===== config.mk =====
export PLATFORM = sky130hd
export DESIGN_NAME = iobrp_top
export DESIGN_NICKNAME = d
export VERILOG_FILES = /design/src/hw/iobrp_pkg.sv /design/src/hw/iobrp_tick.sv /design/src/hw/iobrp_mod_mon.sv /design/src/hw/iobrp_top.sv
export VERILOG_INCLUDE_DIRS = /design/src /design/src/hw
export SDC_FILE = /design/constraint.sdc
export NUM_CORES = 1
export LEC_CHECK = 0
export ABC_AREA = 1
export BUFFER_PORTS_ARGS = -buffer_cell sky130_fd_sc_hd__buf_2
export CAP_MARGIN = 10
export CORE_ASPECT_RATIO = 1.5
export CORE_MARGIN = 10
export CORE_UTILIZATION = 50
export CTS_CLUSTER_DIAMETER = 100
export DETAILED_ROUTE_END_ITERATION = 8
export GPL_TIMING_DRIVEN = 0
export PLACE_DENSITY = 0.71
export SLEW_MARGIN = 30
export SYNTH_ARGS = -nofsm -noshare
export SYNTH_HDL_FRONTEND = slang
export SYNTH_SLANG_ARGS = --single-unit
export TNS_END_PERCENT = 50

===== constraint.sdc =====
create_clock -name i_clk_sys -period 2.4 [get_ports i_clk_sys]
set_input_delay 0.24 -clock i_clk_sys [delete_from_list [all_inputs] [get_ports i_clk_sys]]
set_output_delay 0.24 -clock i_clk_sys [all_outputs]
set_load 0.1 [all_outputs]

===== src/hw/iobrp_defs.svh =====
// Constants for the expansion bus restart and presence supervisor
// Overview of operation
// The bus restart request bit is cleared by reset, so no restart is asked for until software writes it.
// A restart is started only on a 0-to-1 edge of the request bit, and only when all restart conditions hold.
// One restart condition is that the error handling select is in its active setting.
// One restart condition is that bits 0 and 1 of the system fault word both read zero.
// One restart condition is that at least one module state holds the module bus error code.
// With the request set but any condition false, nothing changes and no restart takes place; the code still sets the refused event bit.
// Under active error handling a bus communication error forces embedded and module outputs to zero.
// A restart runs while the controller keeps running, with no reset, power cycle or download.
// Every bus start compares the configured module list with the modules present.
// A missing configured module that is not optional flags an error and keeps the bus stopped.
// Missing modules marked optional are skipped so that the bus starts normally.
// The optional mark is refused for link modules and cartridges; the code refuses it for link modules only.
// Bus exchanges are paced by a selectable task tick that may override the general setting.
// A module is in bus error only after its exchange failed on two consecutive bus cycles.
// The error handling select resets to active, and software may set it to passive.
// After a good restart every module state returns to the healthy code and the bus error clears; the code gives configured absent modules the absent code.
`ifndef IOBRP_DEFS_SVH
`define IOBRP_DEFS_SVH
// Register byte offsets
`define IOBRP_OFF_CTRL     8'h00
`define IOBRP_OFF_CFG_MOD  8'h04
`define IOBRP_OFF_CFG_OPT  8'h08
`define IOBRP_OFF_CFG_LINK 8'h0c
`define IOBRP_OFF_PRESENT  8'h10
`define IOBRP_OFF_STATUS   8'h14
`define IOBRP_OFF_IRQ_STAT 8'h18
`define IOBRP_OFF_IRQ_MASK 8'h1c
`define IOBRP_OFF_FAULT    8'h20
`define IOBRP_OFF_TASK_DIV 8'h24
`define IOBRP_OFF_MODST0   8'h40
// Control register fields
`define IOBRP_CTRL_RESTART 0
`define IOBRP_CTRL_PASSIVE 1
`define IOBRP_CTRL_START   2
`define IOBRP_CTRL_TASKSEL 3
// Status fields
`define IOBRP_ST_RUN       0
`define IOBRP_ST_BUSERR    1
`define IOBRP_ST_CFGERR    2
`define IOBRP_ST_FORCE0    3
// Event bits
`define IOBRP_EV_CFGERR    0
`define IOBRP_EV_BUSERR    1
`define IOBRP_EV_RESTART   2
`define IOBRP_EV_REFUSED   3
`define IOBRP_NEV          4
// Module state codes
`define IOBRP_MOD_OK       8'h00
`define IOBRP_MOD_BUSERR   8'h01
`define IOBRP_MOD_ABSENT   8'h02
// Fault bits meaning bus healthy
`define IOBRP_FAULT_RESET  32'h0000_0003
`define IOBRP_FAIL_LIMIT   2'd2
`define IOBRP_TASK_DIV_RST 16'h0064
`endif


===== src/hw/iobrp_pkg.sv =====
// Types for the expansion bus restart and presence supervisor
package iobrp_pkg;
  typedef enum logic [3:0] {
    IOBRP_STOP  = 4'b0001,
    IOBRP_CHECK = 4'b0010,
    IOBRP_RUN   = 4'b0100,
    IOBRP_OFF   = 4'b1000
  } iobrp_bus_t;
endpackage


===== src/hw/iobrp_tick.sv =====
// Bus task tick divider
`timescale 1ns/100ps
`include "iobrp_defs.svh"
module iobrp_tick (
  // Clock and reset
  input  wire logic        i_clk_sys,
  input  wire logic        i_rst,
  // Divider setting
  input  wire logic [15:0] i_div,
  // Tick out
  output logic             o_tick
);
  typedef struct packed {
    logic [15:0] cnt;
    logic        tick;
  } iobrp_tick_st_t;
  iobrp_tick_st_t st_reg, st_next;

  // Count down, pulse on wrap; zero divider treated as one
  always_comb begin
    st_next = st_reg;
    st_next.tick = 1'b0;
    if (st_reg.cnt == 16'h0000) begin
      st_next.cnt = (i_div == 16'h0000) ? 16'h0000 : i_div - 16'h0001;
      st_next.tick = 1'b1;
    end else begin
      st_next.cnt = st_reg.cnt - 16'h0001;
    end
  end

  always_ff @(posedge i_clk_sys) begin
    if (i_rst) begin
      st_reg <= '0;
    end else begin
      st_reg <= st_next;
    end
  end

  assign o_tick = st_reg.tick;
endmodule


===== src/hw/iobrp_mod_mon.sv =====
// Per-module exchange failure tracker
`timescale 1ns/100ps
`include "iobrp_defs.svh"
module iobrp_mod_mon (
  // Clock and reset
  input  wire logic       i_clk_sys,
  input  wire logic       i_rst,
  // Control
  input  wire logic       i_tick,
  input  wire logic       i_active,
  input  wire logic       i_fail,
  input  wire logic       i_clear,
  input  wire logic       i_absent,
  // State
  output logic [7:0]      o_state
);
  typedef struct packed {
    logic [1:0] fails;
    logic [7:0] state;
  } iobrp_mon_st_t;
  iobrp_mon_st_t st_reg, st_next;

  // Two consecutive failed cycles make a bus error
  always_comb begin
    st_next = st_reg;
    if (i_clear) begin
      st_next.fails = 2'd0;
      st_next.state = i_absent ? `IOBRP_MOD_ABSENT : `IOBRP_MOD_OK;
    end else if (i_tick && i_active) begin
      if (!i_fail) begin
        st_next.fails = 2'd0;
      end else if (st_reg.fails != `IOBRP_FAIL_LIMIT) begin
        st_next.fails = st_reg.fails + 2'd1;
      end
      // two-cycle qualification
      if (i_fail && st_reg.fails + 2'd1 >= `IOBRP_FAIL_LIMIT) begin
        st_next.state = `IOBRP_MOD_BUSERR;
      end
    end
  end

  always_ff @(posedge i_clk_sys) begin
    if (i_rst) begin
      st_reg <= '0;
    end else begin
      st_reg <= st_next;
    end
  end

  assign o_state = st_reg.state;

  chk_two_fail_err: assert property (@(posedge i_clk_sys) disable iff (i_rst)
    (i_tick && i_active && i_fail && st_reg.fails == 2'd0 && !i_clear) |=> st_reg.state == $past(st_reg.state))
    else $error("module error after a single failed cycle");
endmodule


===== src/hw/iobrp_top.sv =====
// Expansion bus supervisor: presence check, error handling, restart, AHB-Lite slave
//
// The register offsets and the AHB-Lite slave port were chosen for this implementation.
`timescale 1ns/100ps
`include "iobrp_defs.svh"
module iobrp_top #(
  parameter int NMOD = 8
) (
  // Clock and reset
  input  wire logic              i_clk_sys,
  input  wire logic              i_rst,
  // AHB-Lite slave
  input  wire logic              i_hsel,
  input  wire logic [31:0]       i_haddr,
  input  wire logic [1:0]        i_htrans,
  input  wire logic              i_hwrite,
  input  wire logic [2:0]        i_hsize,
  input  wire logic [31:0]       i_hwdata,
  input  wire logic              i_hready,
  output logic [31:0]            o_hrdata,
  output logic                   o_hreadyout,
  output logic                   o_hresp,
  // Module chain
  input  wire logic [NMOD-1:0]   i_mod_present,
  input  wire logic [NMOD-1:0]   i_mod_fail,
  input  wire logic              i_ext_tick,
  input  wire logic              i_init_cmd,
  output logic [NMOD-1:0]        o_mod_xchg_en,
  // Output force and status
  output logic                   o_force_zero,
  output logic                   o_bus_run,
  output logic                   o_irq
);
  import iobrp_pkg::*;

  typedef struct packed {
    iobrp_bus_t       bus;
    logic             restart_req;
    logic             restart_prev;
    logic             passive;
    logic             task_sel;
    logic [15:0]      task_div;
    logic [NMOD-1:0]  cfg_mod;
    logic [NMOD-1:0]  cfg_opt;
    logic [NMOD-1:0]  cfg_link;
    logic [31:0]      fault;
    logic             cfg_err;
    logic             start_req;
    logic [`IOBRP_NEV-1:0] irq_stat;
    logic [`IOBRP_NEV-1:0] irq_mask;
    logic             d_pend;
    logic             d_wr;
    logic [7:0]       d_addr;
    logic [31:0]      rdata;
    logic [NMOD-1:0]  xchg_en;
    logic             force0;
    logic             irq;
  } iobrp_st_t;
  iobrp_st_t st_reg, st_next;

  // Pin synchronisers for presence, failure and external tick
  logic [NMOD-1:0] pres_s1_reg, pres_s2_reg, fail_s1_reg, fail_s2_reg;
  logic            etick_s1_reg, etick_s2_reg, etick_s3_reg, init_s1_reg, init_s2_reg, init_s3_reg;
  always_ff @(posedge i_clk_sys) begin
    pres_s1_reg  <= i_mod_present;
    pres_s2_reg  <= pres_s1_reg;
    fail_s1_reg  <= i_mod_fail;
    fail_s2_reg  <= fail_s1_reg;
    etick_s1_reg <= i_ext_tick;
    etick_s2_reg <= etick_s1_reg;
    etick_s3_reg <= etick_s2_reg;
    init_s1_reg  <= i_init_cmd;
    init_s2_reg  <= init_s1_reg;
    init_s3_reg  <= init_s2_reg;
  end

  // Task tick: internal divider or external task edge
  logic int_tick, bus_tick;
  iobrp_tick u_tick (
    .i_clk_sys (i_clk_sys),
    .i_rst     (i_rst),
    .i_div     (st_reg.task_div),
    .o_tick    (int_tick)
  );
  // task selection override
  assign bus_tick = st_reg.task_sel ? (etick_s2_reg & ~etick_s3_reg) : int_tick;

  // Per-module monitors
  logic [7:0]      mod_state [NMOD];
  logic [NMOD-1:0] mod_err;
  logic            mon_clear;
  logic            do_restart;
  assign mon_clear = (st_reg.bus == IOBRP_CHECK) || do_restart;
  genvar g;
  generate
    for (g = 0; g < NMOD; g++) begin : g_mon
      iobrp_mod_mon u_mon (
        .i_clk_sys (i_clk_sys),
        .i_rst     (i_rst),
        .i_tick    (bus_tick),
        .i_active  (st_reg.bus == IOBRP_RUN && st_reg.xchg_en[g]),
        .i_fail    (fail_s2_reg[g]),
        .i_clear   (mon_clear),
        .i_absent  (st_reg.cfg_mod[g] && !pres_s2_reg[g]),
        .o_state   (mod_state[g])
      );
      assign mod_err[g] = (mod_state[g] == `IOBRP_MOD_BUSERR);
    end
  endgenerate

  // Restart conditions
  logic cond_active, cond_fault, cond_moderr, rst_edge, refused;
  // active handling, bus off
  assign cond_active = !st_reg.passive && (st_reg.bus == IOBRP_OFF);
  // fault bits 0 and 1 low
  assign cond_fault  = (st_reg.fault[1:0] == 2'b00);
  // some module in error
  assign cond_moderr = |mod_err;
  // edge detect on request
  assign rst_edge    = st_reg.restart_req && !st_reg.restart_prev;
  // any false condition means no action; R8 restart without reset
  assign do_restart  = rst_edge && cond_active && cond_fault && cond_moderr;
  assign refused     = rst_edge && !do_restart;

  // Presence comparison
  logic [NMOD-1:0] missing_hard;
  // optional absentees skipped; R12 link modules never optional
  assign missing_hard = st_reg.cfg_mod & ~pres_s2_reg & ~(st_reg.cfg_opt & ~st_reg.cfg_link);

  // Register index decode used for reads
  function automatic logic [31:0] rd_mux(input iobrp_st_t s, input logic [7:0] a);
    logic [31:0] r;
    r = 32'h0000_0000;
    if (a == `IOBRP_OFF_CTRL) begin
      r[`IOBRP_CTRL_RESTART] = s.restart_req;
      r[`IOBRP_CTRL_PASSIVE] = s.passive;
      r[`IOBRP_CTRL_TASKSEL] = s.task_sel;
    end else if (a == `IOBRP_OFF_CFG_MOD) begin
      r[NMOD-1:0] = s.cfg_mod;
    end else if (a == `IOBRP_OFF_CFG_OPT) begin
      r[NMOD-1:0] = s.cfg_opt;
    end else if (a == `IOBRP_OFF_CFG_LINK) begin
      r[NMOD-1:0] = s.cfg_link;
    end else if (a == `IOBRP_OFF_STATUS) begin
      r[`IOBRP_ST_RUN]    = (s.bus == IOBRP_RUN);
      r[`IOBRP_ST_BUSERR] = (s.bus == IOBRP_OFF);
      r[`IOBRP_ST_CFGERR] = s.cfg_err;
      r[`IOBRP_ST_FORCE0] = s.force0;
    end else if (a == `IOBRP_OFF_IRQ_STAT) begin
      r[`IOBRP_NEV-1:0] = s.irq_stat;
    end else if (a == `IOBRP_OFF_IRQ_MASK) begin
      r[`IOBRP_NEV-1:0] = s.irq_mask;
    end else if (a == `IOBRP_OFF_FAULT) begin
      r = s.fault;
    end else if (a == `IOBRP_OFF_TASK_DIV) begin
      r[15:0] = s.task_div;
    end
    return r;
  endfunction

  // Main next-state logic
  logic [`IOBRP_NEV-1:0] ev;
  logic                  wr_now;
  always_comb begin
    st_next = st_reg;
    ev = '0;
    wr_now = st_reg.d_pend && st_reg.d_wr;
    st_next.restart_prev = st_reg.restart_req;

    // Bus state machine
    case (st_reg.bus)
      IOBRP_STOP: begin
        if (st_reg.start_req) begin
          st_next.bus = IOBRP_CHECK;
          st_next.start_req = 1'b0;
        end
      end
      // compare configuration with present modules
      IOBRP_CHECK: begin
        if (|missing_hard) begin
          // hard absence keeps the bus stopped
          st_next.bus = IOBRP_STOP;
          st_next.cfg_err = 1'b1;
          ev[`IOBRP_EV_CFGERR] = 1'b1;
        end else begin
          st_next.bus = IOBRP_RUN;
          st_next.cfg_err = 1'b0;
          st_next.fault[1:0] = 2'b11;
          st_next.xchg_en = st_reg.cfg_mod & pres_s2_reg;
        end
      end
      IOBRP_RUN: begin
        if (st_reg.start_req) begin
          // start recheck while running
          st_next.bus = IOBRP_CHECK;
          st_next.start_req = 1'b0;
        end else if (cond_moderr) begin
          st_next.fault[1:0] = 2'b00;
          ev[`IOBRP_EV_BUSERR] = 1'b1;
          if (!st_reg.passive) begin
            st_next.bus = IOBRP_OFF;
          end
        end
      end
      IOBRP_OFF: begin
        // good restart returns bus to checked start
        if (do_restart) begin
          st_next.bus = IOBRP_CHECK;
          ev[`IOBRP_EV_RESTART] = 1'b1;
        end
      end
      default: st_next.bus = IOBRP_STOP;
    endcase
    if (refused) begin
      ev[`IOBRP_EV_REFUSED] = 1'b1;
    end
    // Rising edge only, so a long command asks for one start
    if (init_s2_reg && !init_s3_reg) begin
      st_next.start_req = 1'b1;
    end

    // outputs forced to zero while bus is off under active handling
    st_next.force0 = (st_next.bus == IOBRP_OFF) || (st_next.bus != IOBRP_RUN && st_next.cfg_err);

    // Register writes from data phase
    if (wr_now) begin
      if (st_reg.d_addr == `IOBRP_OFF_CTRL) begin
        st_next.restart_req = i_hwdata[`IOBRP_CTRL_RESTART];
        st_next.passive = i_hwdata[`IOBRP_CTRL_PASSIVE];
        st_next.task_sel = i_hwdata[`IOBRP_CTRL_TASKSEL];
        if (i_hwdata[`IOBRP_CTRL_START]) begin
          st_next.start_req = 1'b1;
        end
      end else if (st_reg.d_addr == `IOBRP_OFF_CFG_MOD) begin
        st_next.cfg_mod = i_hwdata[NMOD-1:0];
      end else if (st_reg.d_addr == `IOBRP_OFF_CFG_OPT) begin
        // optional mark refused on link modules
        st_next.cfg_opt = i_hwdata[NMOD-1:0] & ~st_reg.cfg_link;
      end else if (st_reg.d_addr == `IOBRP_OFF_CFG_LINK) begin
        st_next.cfg_link = i_hwdata[NMOD-1:0];
        st_next.cfg_opt = st_reg.cfg_opt & ~i_hwdata[NMOD-1:0];
      end else if (st_reg.d_addr == `IOBRP_OFF_IRQ_STAT) begin
        st_next.irq_stat = st_reg.irq_stat & ~i_hwdata[`IOBRP_NEV-1:0];
      end else if (st_reg.d_addr == `IOBRP_OFF_IRQ_MASK) begin
        st_next.irq_mask = i_hwdata[`IOBRP_NEV-1:0];
      end else if (st_reg.d_addr == `IOBRP_OFF_TASK_DIV) begin
        st_next.task_div = i_hwdata[15:0];
      end
    end
    // Set wins over a simultaneous write-one clear
    st_next.irq_stat = st_next.irq_stat | ev;
    st_next.irq = |(st_next.irq_stat & st_next.irq_mask);

    // Address phase capture; zero wait states
    st_next.d_pend = i_hsel && i_hready && i_htrans[1];
    st_next.d_wr = i_hwrite;
    st_next.d_addr = i_haddr[7:0];
    st_next.rdata = 32'h0000_0000;
    if (i_hsel && i_hready && i_htrans[1] && !i_hwrite) begin
      if (i_haddr[7:0] == `IOBRP_OFF_PRESENT) begin
        st_next.rdata[NMOD-1:0] = pres_s2_reg;
      end else if (i_haddr[7:0] >= `IOBRP_OFF_MODST0 &&
                   i_haddr[7:0] < `IOBRP_OFF_MODST0 + 8'(4 * NMOD)) begin
        st_next.rdata[7:0] = mod_state[3'(i_haddr[7:2] - 6'(`IOBRP_OFF_MODST0 >> 2))];
      end else begin
        st_next.rdata = rd_mux(st_reg, i_haddr[7:0]);
      end
    end
  end

  // State register
  always_ff @(posedge i_clk_sys) begin
    if (i_rst) begin
      st_reg <= '0;
      st_reg.bus <= IOBRP_STOP;
      // restart request cleared; R15 active handling (passive=0)
      st_reg.restart_req <= 1'b0;
      st_reg.passive <= 1'b0;
      st_reg.start_req <= 1'b1;
      st_reg.task_div <= `IOBRP_TASK_DIV_RST;
      st_reg.fault <= `IOBRP_FAULT_RESET;
    end else begin
      st_reg <= st_next;
    end
  end

  // Outputs from flops; ready and response tied off
  assign o_hrdata      = st_reg.rdata;
  assign o_hreadyout   = 1'b1;
  assign o_hresp       = 1'b0;
  assign o_mod_xchg_en = st_reg.xchg_en;
  assign o_force_zero  = st_reg.force0;
  assign o_bus_run     = (st_reg.bus == IOBRP_RUN);
  assign o_irq         = st_reg.irq;

  // Checks
  chk_restart_reset_clr: assert property (@(posedge i_clk_sys)
    i_rst |=> !st_reg.restart_req) else $error("restart request not cleared by reset");
  chk_edge_only_restart: assert property (@(posedge i_clk_sys) disable iff (i_rst)
    (st_reg.bus == IOBRP_OFF && st_reg.restart_prev) |=> st_reg.bus != IOBRP_CHECK)
    else $error("restart on level not edge");
  chk_passive_no_restart: assert property (@(posedge i_clk_sys) disable iff (i_rst)
    (st_reg.passive && st_reg.bus == IOBRP_OFF) |=> st_reg.bus != IOBRP_CHECK)
    else $error("restart under passive handling");
  chk_fault_no_restart: assert property (@(posedge i_clk_sys) disable iff (i_rst)
    (st_reg.fault[1:0] != 2'b00) |-> !do_restart) else $error("restart with fault bits set");
  chk_moderr_restart: assert property (@(posedge i_clk_sys) disable iff (i_rst)
    do_restart |-> cond_moderr) else $error("restart with no module in error");
  chk_refused_still: assert property (@(posedge i_clk_sys) disable iff (i_rst)
    (refused && st_reg.bus == IOBRP_OFF) |=> st_reg.bus == IOBRP_OFF) else $error("refused restart moved bus");
  chk_force_zero_off: assert property (@(posedge i_clk_sys) disable iff (i_rst)
    (st_reg.bus == IOBRP_OFF) |-> st_reg.force0) else $error("outputs not forced in bus off");
  chk_hard_absent_stop: assert property (@(posedge i_clk_sys) disable iff (i_rst)
    (st_reg.bus == IOBRP_CHECK && |missing_hard) |=> (st_reg.bus == IOBRP_STOP && st_reg.cfg_err))
    else $error("bus started with mandatory module absent");
  chk_link_not_opt: assert property (@(posedge i_clk_sys) disable iff (i_rst)
    (st_reg.cfg_opt & st_reg.cfg_link) == '0) else $error("link module marked optional");
  chk_restart_heals: assert property (@(posedge i_clk_sys) disable iff (i_rst)
    do_restart |=> ##1 (st_reg.bus == IOBRP_RUN || st_reg.bus == IOBRP_STOP)) else $error("restart did not recheck");
  cov_restart: cover property (@(posedge i_clk_sys) disable iff (i_rst) do_restart);
  cov_refused: cover property (@(posedge i_clk_sys) disable iff (i_rst) refused);
  cov_cfg_err: cover property (@(posedge i_clk_sys) disable iff (i_rst) ev[`IOBRP_EV_CFGERR]);
endmodule


== Word level (Yosys, flattened, before mapping) ==
Index checks and enable logic that the tools add are counted.
Storage, ports and cells
  flip-flop bits (word level): 231
  bits in latches: 0
  bits in writable memories: 0
  ROM bits: 0
  bits of input ports: 92
  output and inout bits: 45
  logic and storage cells: 374
  memories: 0
Operators by class
  add/subtract/negate cells: 11
  $mul: 0
  divide/modulo/power cells: 0
  magnitude comparators: 11
  equality and inequality tests: 48
  shift-type cells: 0
  muxes and demuxes: 116
  bitwise logic cells: 25
  reduce and logical (&&, ||, !) cells: 113
Operator list (count)
  8-bit two-way mux: 36
  16-bit two-way mux: 15
  8-bit by 1-bit equality test with 1-bit output, second input constant: 8
  2-bit two-way mux: 28
  8-bit AND: 6
  8-bit by 5-bit equality test with 1-bit output, second input constant: 6
  4-bit two-way mux: 12
  1-bit logical AND: 45
  12-bit two-way mux: 3
  2-bit AND reduction: 18
  2-bit nonzero test: 18
  8-bit by 4-bit equality test with 1-bit output, second input constant: 4
  16-bit logical NOT: 2
  8-bit inverter: 4
  16-bit by 1-bit subtractor with 16-bit output, second input constant: 2
  8-bit binary-select mux with 3-bit select: 1
  8-bit by 6-bit equality test with 1-bit output, second input constant: 3
  2-bit inequality test, second input constant: 10
  2-bit by 1-bit inequality test with 1-bit output, second input constant: 9
  1-bit two-way mux: 17
  2-bit by 1-bit adder with 2-bit output, second input constant: 8
  8-bit by 3-bit equality test with 1-bit output, second input constant: 2
  2-bit >= comparator, second input constant: 8
  8-bit logical NOT: 2
  other kinds (30): 57

== Depth between registers and ports, before layout ==
Gate-level depths: netlist (run 1).
  word-level depth: 22
  gate-level depth with buffers: 12
  gate-level depth less buffers: 12

== Modules after synthesis ==
Synthesis (run 1) repeated with hierarchy kept, for this count alone.
Unflattened totals
  cell total of the unflattened synthesis: 1470
  area, all modules: 10052.1 um2
By module, submodules not included
  iobrp_top: instances 1, cells an instance 882, area an instance 6284.8 um2, seq. area each 2662.6 um2
  iobrp_mod_mon: instances 8, cells an instance 40, area an instance 275.3 um2, seq. area each 80.1 um2
  iobrp_tick: instances 1, cells an instance 268, area an instance 1565.3 um2, seq. area each 340.3 um2

== Worst setup path after synthesis (run 1) ==
Ideal clock, no wire load.
  path type: reg2reg
  start point: register st_reg[138] (netlist bit)
  end point: register g_mon[1].u_mon.st_reg[8] (netlist bit)
  library setup time: 0.070 ns
  arrival: 1.767 ns
  required time: 2.330 ns
  slack: 0.563 ns
  cell stages (with the launch flop): 11
  path buffers: 1
  period minus slack after synthesis: 1.837 ns
  cell sequence: dfxtp_1 > nor2_1 > inv_2 > nor2_4 > inv_2 > buf_6 > nor3_2 > nand2_1 > inv_1 > nand3_1 > a21oi_1
On the way
  elaborated cells on any way between the ends: 12
  those cells by class: 3 x eq/ne; 9 x reduce/logical
RTL lines
  start: declaration: RTL line iobrp_top.sv:59  | iobrp_st_t st_reg, st_next;
  start signal: assignment: RTL line iobrp_top.sv:283  | st_reg <= st_next;
  4-bit by 3-bit equality test with 1-bit output
  named net o_bus_run: RTL line iobrp_top.sv:31  | output logic o_bus_run,
  1-bit logical AND: RTL line iobrp_top.sv:101  | .i_active (st_reg.bus == IOBRP_RUN && st_reg.xchg_en[g]),
  1-bit logical AND: RTL line iobrp_mod_mon.sv:29  | end else if (i_tick && i_active) begin
  2-bit AND reduction (no line)
  end signal: assignment: RTL line iobrp_mod_mon.sv:46  | st_reg <= st_next;
  end: declaration: RTL line iobrp_mod_mon.sv:21  | iobrp_mon_st_t st_reg, st_next;
The timed path passes the listed nets, and every way through them passes these cells.
A chain may end at the register's enable or synchronous reset.

== Worst setup path after layout (run 1) ==
  start point: register st_reg[118] (netlist bit)
  end point: register u_tick.st_reg[6] (netlist bit)
On the way
  longest elaborated chain between the ends: 3
  elaborated cells on any way between the ends: 4
  those cells by class: 1 x add/sub; 2 x mux; 1 x reduce/logical
Ends and longest elaborated chain
  16-bit by 1-bit subtractor with 16-bit output / 16-bit logical NOT (equally long branches): RTL line iobrp_tick.sv:24  | st_next.cnt = (i_div == 16'h0000) ? 16'h0000 : i_div - 16'h0001;
  16-bit two-way mux *: RTL line iobrp_tick.sv:24
  16-bit two-way mux *: RTL line iobrp_tick.sv:23  | if (st_reg.cnt == 16'h0000) begin
  end signal: assignment: RTL line iobrp_tick.sv:35  | st_reg <= st_next;
  end: declaration: RTL line iobrp_tick.sv:17  | iobrp_tick_st_t st_reg, st_next;
Mark *: on every way between the ends. The rest lies on a longest branch, timed or not.

==> results of run 1 <==
[routing by layer]
layer  up-vias  global-route usage  share of wire
li1       3840                   -              -
met1      3446               0.183           0.35
met2       239               0.383           0.54
met3        80              0.0311          0.042
met4         0               0.135          0.062
met5         -                   0              0
[area by class of cell]
class | count | area (um^2)
multi-input combinational | 731 | 3770
buffer | 66 | 438
fill | 1559 | 6750
inverter | 159 | 597
tap | 210 | 263
timing repair buffer | 91 | 546
sequential | 182 | 3640
clock inverter | 15 | 178
clock buffer | 17 | 425
[power groups by stage]
stage               sequential, uW  clock, uW  combinational, uW
global placement              3390          0               1480
detailed placement            3400          0               1510
global route                  3350       2980               1700
finish                        3330       2830               1530
CTS                           3330       2870               1540
floorplan                     3380          0               1180
[timing repair]
action	in CTS	in global routing
hold buffers	18	0
gates resized for setup	0	0
setup buffers	0	0
hold endpoints to repair	18	0
[layout by cell type (no fill, tap or decap), types with 5 or more instances in the layout]
master | Yosys | layout
ha_1 | 11 | 11
nand3_1 | 64 | 64
nor2_2 | 8 | 8
o2111ai_1 | 5 | 5
dlygate4sd3_1 | 0 | 18
inv_1 | 149 | 149
clkbuf_1 | 11 | 11
o22ai_1 | 16 | 16
o31ai_1 | 7 | 7
nand3_2 | 13 | 13
nand4_1 | 16 | 16
xor2_1 | 20 | 20
buf_2 | 8 | 81
nand2_1 | 246 | 246
conb_1 | 2 | 18
inv_6 | 0 | 5
o21ai_0 | 37 | 37
buf_4 | 44 | 44
nor3_2 | 8 | 8
a21oi_1 | 105 | 105
inv_2 | 7 | 7
o211ai_1 | 5 | 5
dfxtp_1 | 182 | 182
clkbuf_16 | 0 | 17
nor3_1 | 20 | 20
a21oi_2 | 10 | 10
nor2_1 | 80 | 80
[stage by stage]
step	setup slack, ns	hold WS [ns]
after floorplan	0.563	0.268
after global placement	0.393	0.312
after detailed placement	0.375	0.312
after CTS	0.360	0.0144
after global routing	0.197	0.0468
final	0.381	0.0186
[cell families (layout without fill, tap and decap cells)]
logic type,after synthesis,count (layout),synth area share
AO/OA/AOI/OAI,202,202,0.138
XOR/XNOR,24,24,0.0250
adder cells (fa/ha/maj),11,11,0.0164
buffers and inverters,225,348,0.123
flip-flops,182,182,0.434
other,2,18,0.000895
AND/OR/NAND/NOR,476,476,0.262
[how the worst min path moves through the flow]
stage | slack (ns) | end | depth (start not counted) | from
6_report | 0.02 | st_reg[50] | 3 | i_hwrite
2_1_floorplan | 0.27 | etick_s1_reg | 0 | i_ext_tick
3_5_place_dp | 0.31 | fail_s2_reg[3] | 0 | fail_s1_reg[3]
5_1_grt | 0.05 | st_reg[50] | 3 | i_hwrite
4_1_cts | 0.01 | st_reg[50] | 3 | i_hwrite
3_3_place_gp | 0.31 | fail_s2_reg[4] | 0 | fail_s1_reg[4]
[critical path, cell delays in order (launching register included)]
cell and delay (ns):
dfxtp_1 0.33, inv_1 0.11, ha_1 0.20, nand2_1 0.13, nor3_2 0.24, nand4_1 0.36
buf_2 0.34, nand3_2 0.12, a21oi_2 0.05
==> run metrics, run 1 <==
outcome finished, final reports clean; Synth Warn # 0; Sw Ratio 0.321; worst-path maximum fanout 10; Seq pwr share 0.433; clock sink count approximately 180; area of the core 0.0166 mm^2; Avg WL per Cell 15.5 um; I/O pins between 100 and 150; gpl congestion a little under 1; Synth area leaders dfxtp_1 (43%), nand2_1 (11%), inv_1 (6.7%); setup tns final 0 ns; H-tree levels 4; Hold WC Path Type in -> reg; Async S/R FF share, synth 0; Internal Power 5220 uW; Post-synth EDFFs 0; Worst EP arrival between 2 and 2.5 ns; dpl cells 1,421; Worst-Margin Slew roughly 0.7 ns; final instance area 0.00986 mm^2; RSZ-0062 raised after global routing no; DP HPWL roughly 18,000 um; kind of end point of the critical path flip-flop; clock share of power 0.368; final cell count without fillers between 1,000 and 1,500; number of CTS-inserted buffers 17; Hold Fails Final Rpt 0; Post-synth top cells nand2_1 (246), dfxtp_1 (182), inv_1 (149); Bufs on Longest Clock Path 2; Clock Skew 0.0167 ns; Placed Area 0.00908 mm^2; Via density 5.17; initial antenna violation count 0; leak pwr 0.00422 uW; Comb power frac 0.199; cell taking the most area after synthesis dfxtp_1; area delta synth->final 17.5%; Avg Cell Area, Syn 7.48 um^2; final core utilization 0.594; Net count, final 1,351; Peak VDD IR just under 0.5 mV; Final period util 0.841; PortBufs 73; ys flop type dfxtp_1; CTS tree built; grt total ovfl 0; drt total wl 22,800 um; Starting Density 0.505; max_slew headroom 0.522; netlist area before placement 0.00839 mm^2; Die X 126 um; Antenna Violating Nets Remaining 0; largest net degree at the start of global routing 20; Psw 2470 uW; GR Util All Layers 0.197; Critical Path RT 2.69 ns; most common cell in the netlist nand2_1; total power 7690 uW; Unique masters post-synth between 40 and 50; worst setup path end u_tick.st_reg[6]; Synth Instances 1,122; residual DRC count 0; final setup violation count 0; reg2reg start st_reg[118]; DRT iter0 DRCs 387; DR pass1 iterations 6; ANT cells 0; via count approximately 7,600; Slew Limit Fails 0; die area 0.0225 mm^2; FF-to-FF setup slack 0.38 ns; fmax 495 MHz; clock slew seen by the registers of the worst setup and hold paths roughly 0.07 ns; first-pass GRT wire length 35,600 um; Reg2Reg Capture Point u_tick.st_reg[6]; worst r2r path cells 8; PwrDens 780 mW/mm^2; MaxCap Viol Count 0; Chip Height about 180 um; Critical path origin st_reg[118]; CP Launch Type flip-flop; # rows 58; max FFs per register 68; layout cell share with drive strength beyond 1 0.176; Synth top area share 0.434; kind of critical path reg -> reg; vias in the first global route 7,371; minimum clock period about 2.0 ns; sequential cell area fraction in the yosys report 0.434; Worst-Skew Late Latency 0.44 ns; root buf cell clkbuf_16; synthesized flop and latch total 182
(Power assumes the default switching activity.)
==> inputs of run 2 (changes only) <==
ABC_AREA = 0   (was 1)
PLACE_DENSITY = 0.74   (was 0.71)
clock period = 1.8 ns   (was 2.4 ns; I/O delays follow)
==> run 2 against run 1 <==
Effect of this change:
- the run now ends with negative setup slack left
- combinational power is 59% higher
- sequential share of layout area is 2.6 points lower
- clock skew is 0.0044 ns lower
- final area is 8.4% higher
- largest power group unchanged
- highest routed layer unchanged
- flip-flop and latch count stayed put
- critical endpoint is now u_tick.st_reg[16]
==> run metrics, run 2 <==
H-tree levels 4 (unchanged); FF-to-FF setup slack -0.27 ns (-0.65 ns); Chip Height 176 um (-1.6%); dpl cells 1,213 (-15%); Bufs on Longest Clock Path 2 (unchanged); WP depth 7 (-1); # rows 56 (-3.4%); reg2reg start st_reg[124]; Synth Warn # 0 (unchanged); Post-synth EDFFs 0 (unchanged); die area 0.0218 mm^2 (-3.0%); minimum clock period 2.07 ns (+0.0520 ns); GR Util All Layers 0.216 (+0.0195); first-pass GRT wire length 37,300 um (+4.6%); Critical path buffers and inverters 1 (-1); Layout fillers 1,241 (-20%); Worst-Skew Late Latency 0.43 ns (about the same); setup tns final -10.56 ns (-10.56 ns); commonest non-fill, non-tap cell in the layout dfxtp_1; MaxCap Viol Count 0 (unchanged); netlist area before placement 0.00810 mm^2 (-3.5%); area of the core 0.0158 mm^2 (-5.1%); Post-synth top cells dfxtp_1 (182), nor2_1 (120), a21oi_1 (75); ys flop type dfxtp_1; Slew Limit Fails 0 (unchanged); RSZ-0062 raised after global routing yes; CTS tree built; final setup violation count 57 (+57); Unique masters post-synth 67 (+49%); final cell count without fillers 1,310 (-11%); DRT iter0 DRCs 673 (+74%); Final period util 1.15 (+0.309); Antenna Violating Nets Remaining 0 (unchanged); residual DRC count 0 (unchanged); critical path's most frequent cell or4_4; ANT cells 0 (unchanged); delay-heaviest family, CP simple AND/OR/NAND/NOR gates; Peak VDD IR 0.538 mV (+12%); PwrDens 997 mW/mm^2 (+28%); max FFs per register 68 (unchanged); DR pass1 iterations 7 (+1); initial antenna violation count 0 (unchanged); Avg WL per Cell 19.0 um (+23%); final instance area 0.0107 mm^2 (+8.4%); Worst EP arrival 2.36 ns (+0.05 ns); drt total wl 24,900 um (+9.3%); sequential cell area fraction in the yosys report 0.450 (+0.0156); Worst-Margin Slew 0.734 ns (+0.0223 ns); Avg Cell Area, Syn 8.77 um^2 (+17%); via count 7,506 (-1.3%); CP max-delay cell or4_4; DP HPWL 16,800 um (-7.2%); Hold Fails Final Rpt 0 (unchanged); Placed Area 0.00882 mm^2 (-2.9%); peak per-stage delay on the critical path 0.52 ns (+0.16 ns); max_slew headroom 0.511 (-0.0112); critical path, cell by cell or4_4 -> or4_4 -> nor2_4 -> a21oi_4 -> buf_6 -> nand2b_4 -> o22ai_1; clock slew seen by the registers of the worst setup and hold paths 0.07 ns (about the same); vias in the first global route 7,291 (-1.1%); I/O pins 137 (unchanged); clock sink count 182 (unchanged); kind of critical path reg -> reg; Critical Path RT 2.09 ns (-0.60 ns); Clock Skew 0.0123 ns (-0.00440 ns); gpl congestion 0.967 (-1.9%); worst r2r path cells 7 (-1); grt total ovfl 0 (unchanged); fmax 483 MHz (-2.5%); Net count, final 1,199 (-11%); Reg2Reg Capture Point u_tick.st_reg[16]; area delta synth->final 32.0%; worst setup path end u_tick.st_reg[16]; PortBufs 70 (-4.1%); Async S/R FF share, synth 0 (unchanged); Critical path origin st_reg[124]; worst-path maximum fanout 6 (-4); Die X 124 um (-1.5%); total power 10,700 uW (+39%); kind of end point of the critical path flip-flop; leak pwr 0.00415 uW (-1.6%); Synth area leaders dfxtp_1 (45%), nor2_1 (5.6%), a21oi_1 (4.6%); CP Launch Type flip-flop; Via density 5.73 (+11%); most frequent cells in the layout dfxtp_1 (169), nor2_1 (99), buf_2 (72); layout cell share with drive strength beyond 1 0.300 (+0.124); most common cell in the netlist dfxtp_1; failing checks negative setup slack; Synth top area share 0.450 (+0.0156); Starting Density 0.514 (+0.00884); final worst slack -0.271 ns (-0.652 ns); Hold WC Path Type in -> reg; root buf cell clkbuf_16; Synth Instances 924 (-18%); largest net degree at the start of global routing 17 (-15%); number of CTS-inserted buffers 17 (unchanged); outcome finished, violations left; synthesized flop and latch total 182 (unchanged); cell taking the most area after synthesis dfxtp_1
[run 2: worst reg2reg max path: stages, from the launching register on]
cell      delay (ns)
dfxtp_4         0.35
or4_4           0.52
or4_4           0.49
nor2_4          0.13
a21oi_4         0.08
buf_6           0.16
nand2b_4        0.12
o22ai_1         0.09
[run 2: kinds of logic after synthesis]
kind of cell,after synthesis,share of synthesized area
compound gates,167,0.128
xor+xnor,27,0.0292
fa+ha+maj,11,0.0170
buf+inv,115,0.0760
flops,182,0.450
mux,36,0.0508
other cells,2,0.000927
simple gates,384,0.249
[run 2: cell type report]
cell class / instances / area, um^2 / area share
Inverter: 31 / 120 / 0.0112
Tap cell: 203 / 254 / 0.0238
Clock inverter: 12 / 143 / 0.0133
Timing Repair Buffer: 137 / 1020 / 0.0957
Multi-Input combinational cell: 644 / 4460 / 0.417
Buffer: 83 / 573 / 0.0536
Clock buffer: 18 / 439 / 0.0411
Sequential cell: 182 / 3670 / 0.344
[run 2: how the worst min path moves through the flow]
stage / from / slack (ns) / to / cells after the start
finish: i_htrans[1] / 0.006 / st_reg[51] / 3
global route: i_htrans[1] / 0.03 / st_reg[51] / 3
CTS: i_htrans[1] / 0.003 / st_reg[51] / 3
detailed placement: i_ext_tick / 0.28 / etick_s1_reg / 1
global placement: i_mod_present[6] / 0.28 / pres_s1_reg[6] / 1
floorplan: i_ext_tick / 0.21 / etick_s1_reg / 0
[run 2: layer usage]
metal | wire, um | track usage
met1 | 9360 | 0.241
met4 | 1150 | 0.0982
met5 | 0 | 0
met3 | 1520 | 0.0372
met2 | 12900 | 0.386
[run 2: what timing repair did]
action	4_1_cts	5_1_grt
resized for setup	73	104
cloned	2	3
pin swaps	23	17
hold buffers	31	0
hold endpoints to repair	31	0
setup endpoints to repair	121	126
buffers inserted	14	20
[run 2: per-stage QoR]
stage	utilization	hold slack (ns)	worst slack (ns)
floorplan	-	0.208	-0.161
global placement	0.559	0.282	-0.803
detailed placement	0.560	0.284	-0.781
CTS	0.643	0.00265	-0.302
global route	0.678	0.0257	-0.326
finish	0.678	0.00557	-0.271
[run 2: power breakdown]
group          switching, uW  internal, uW  leakage (uW)
registers                241          4260       0.00149
logic                   1350          1090       0.00238
clock network           1640          2090      0.000277
total                   3230          7440       0.00415
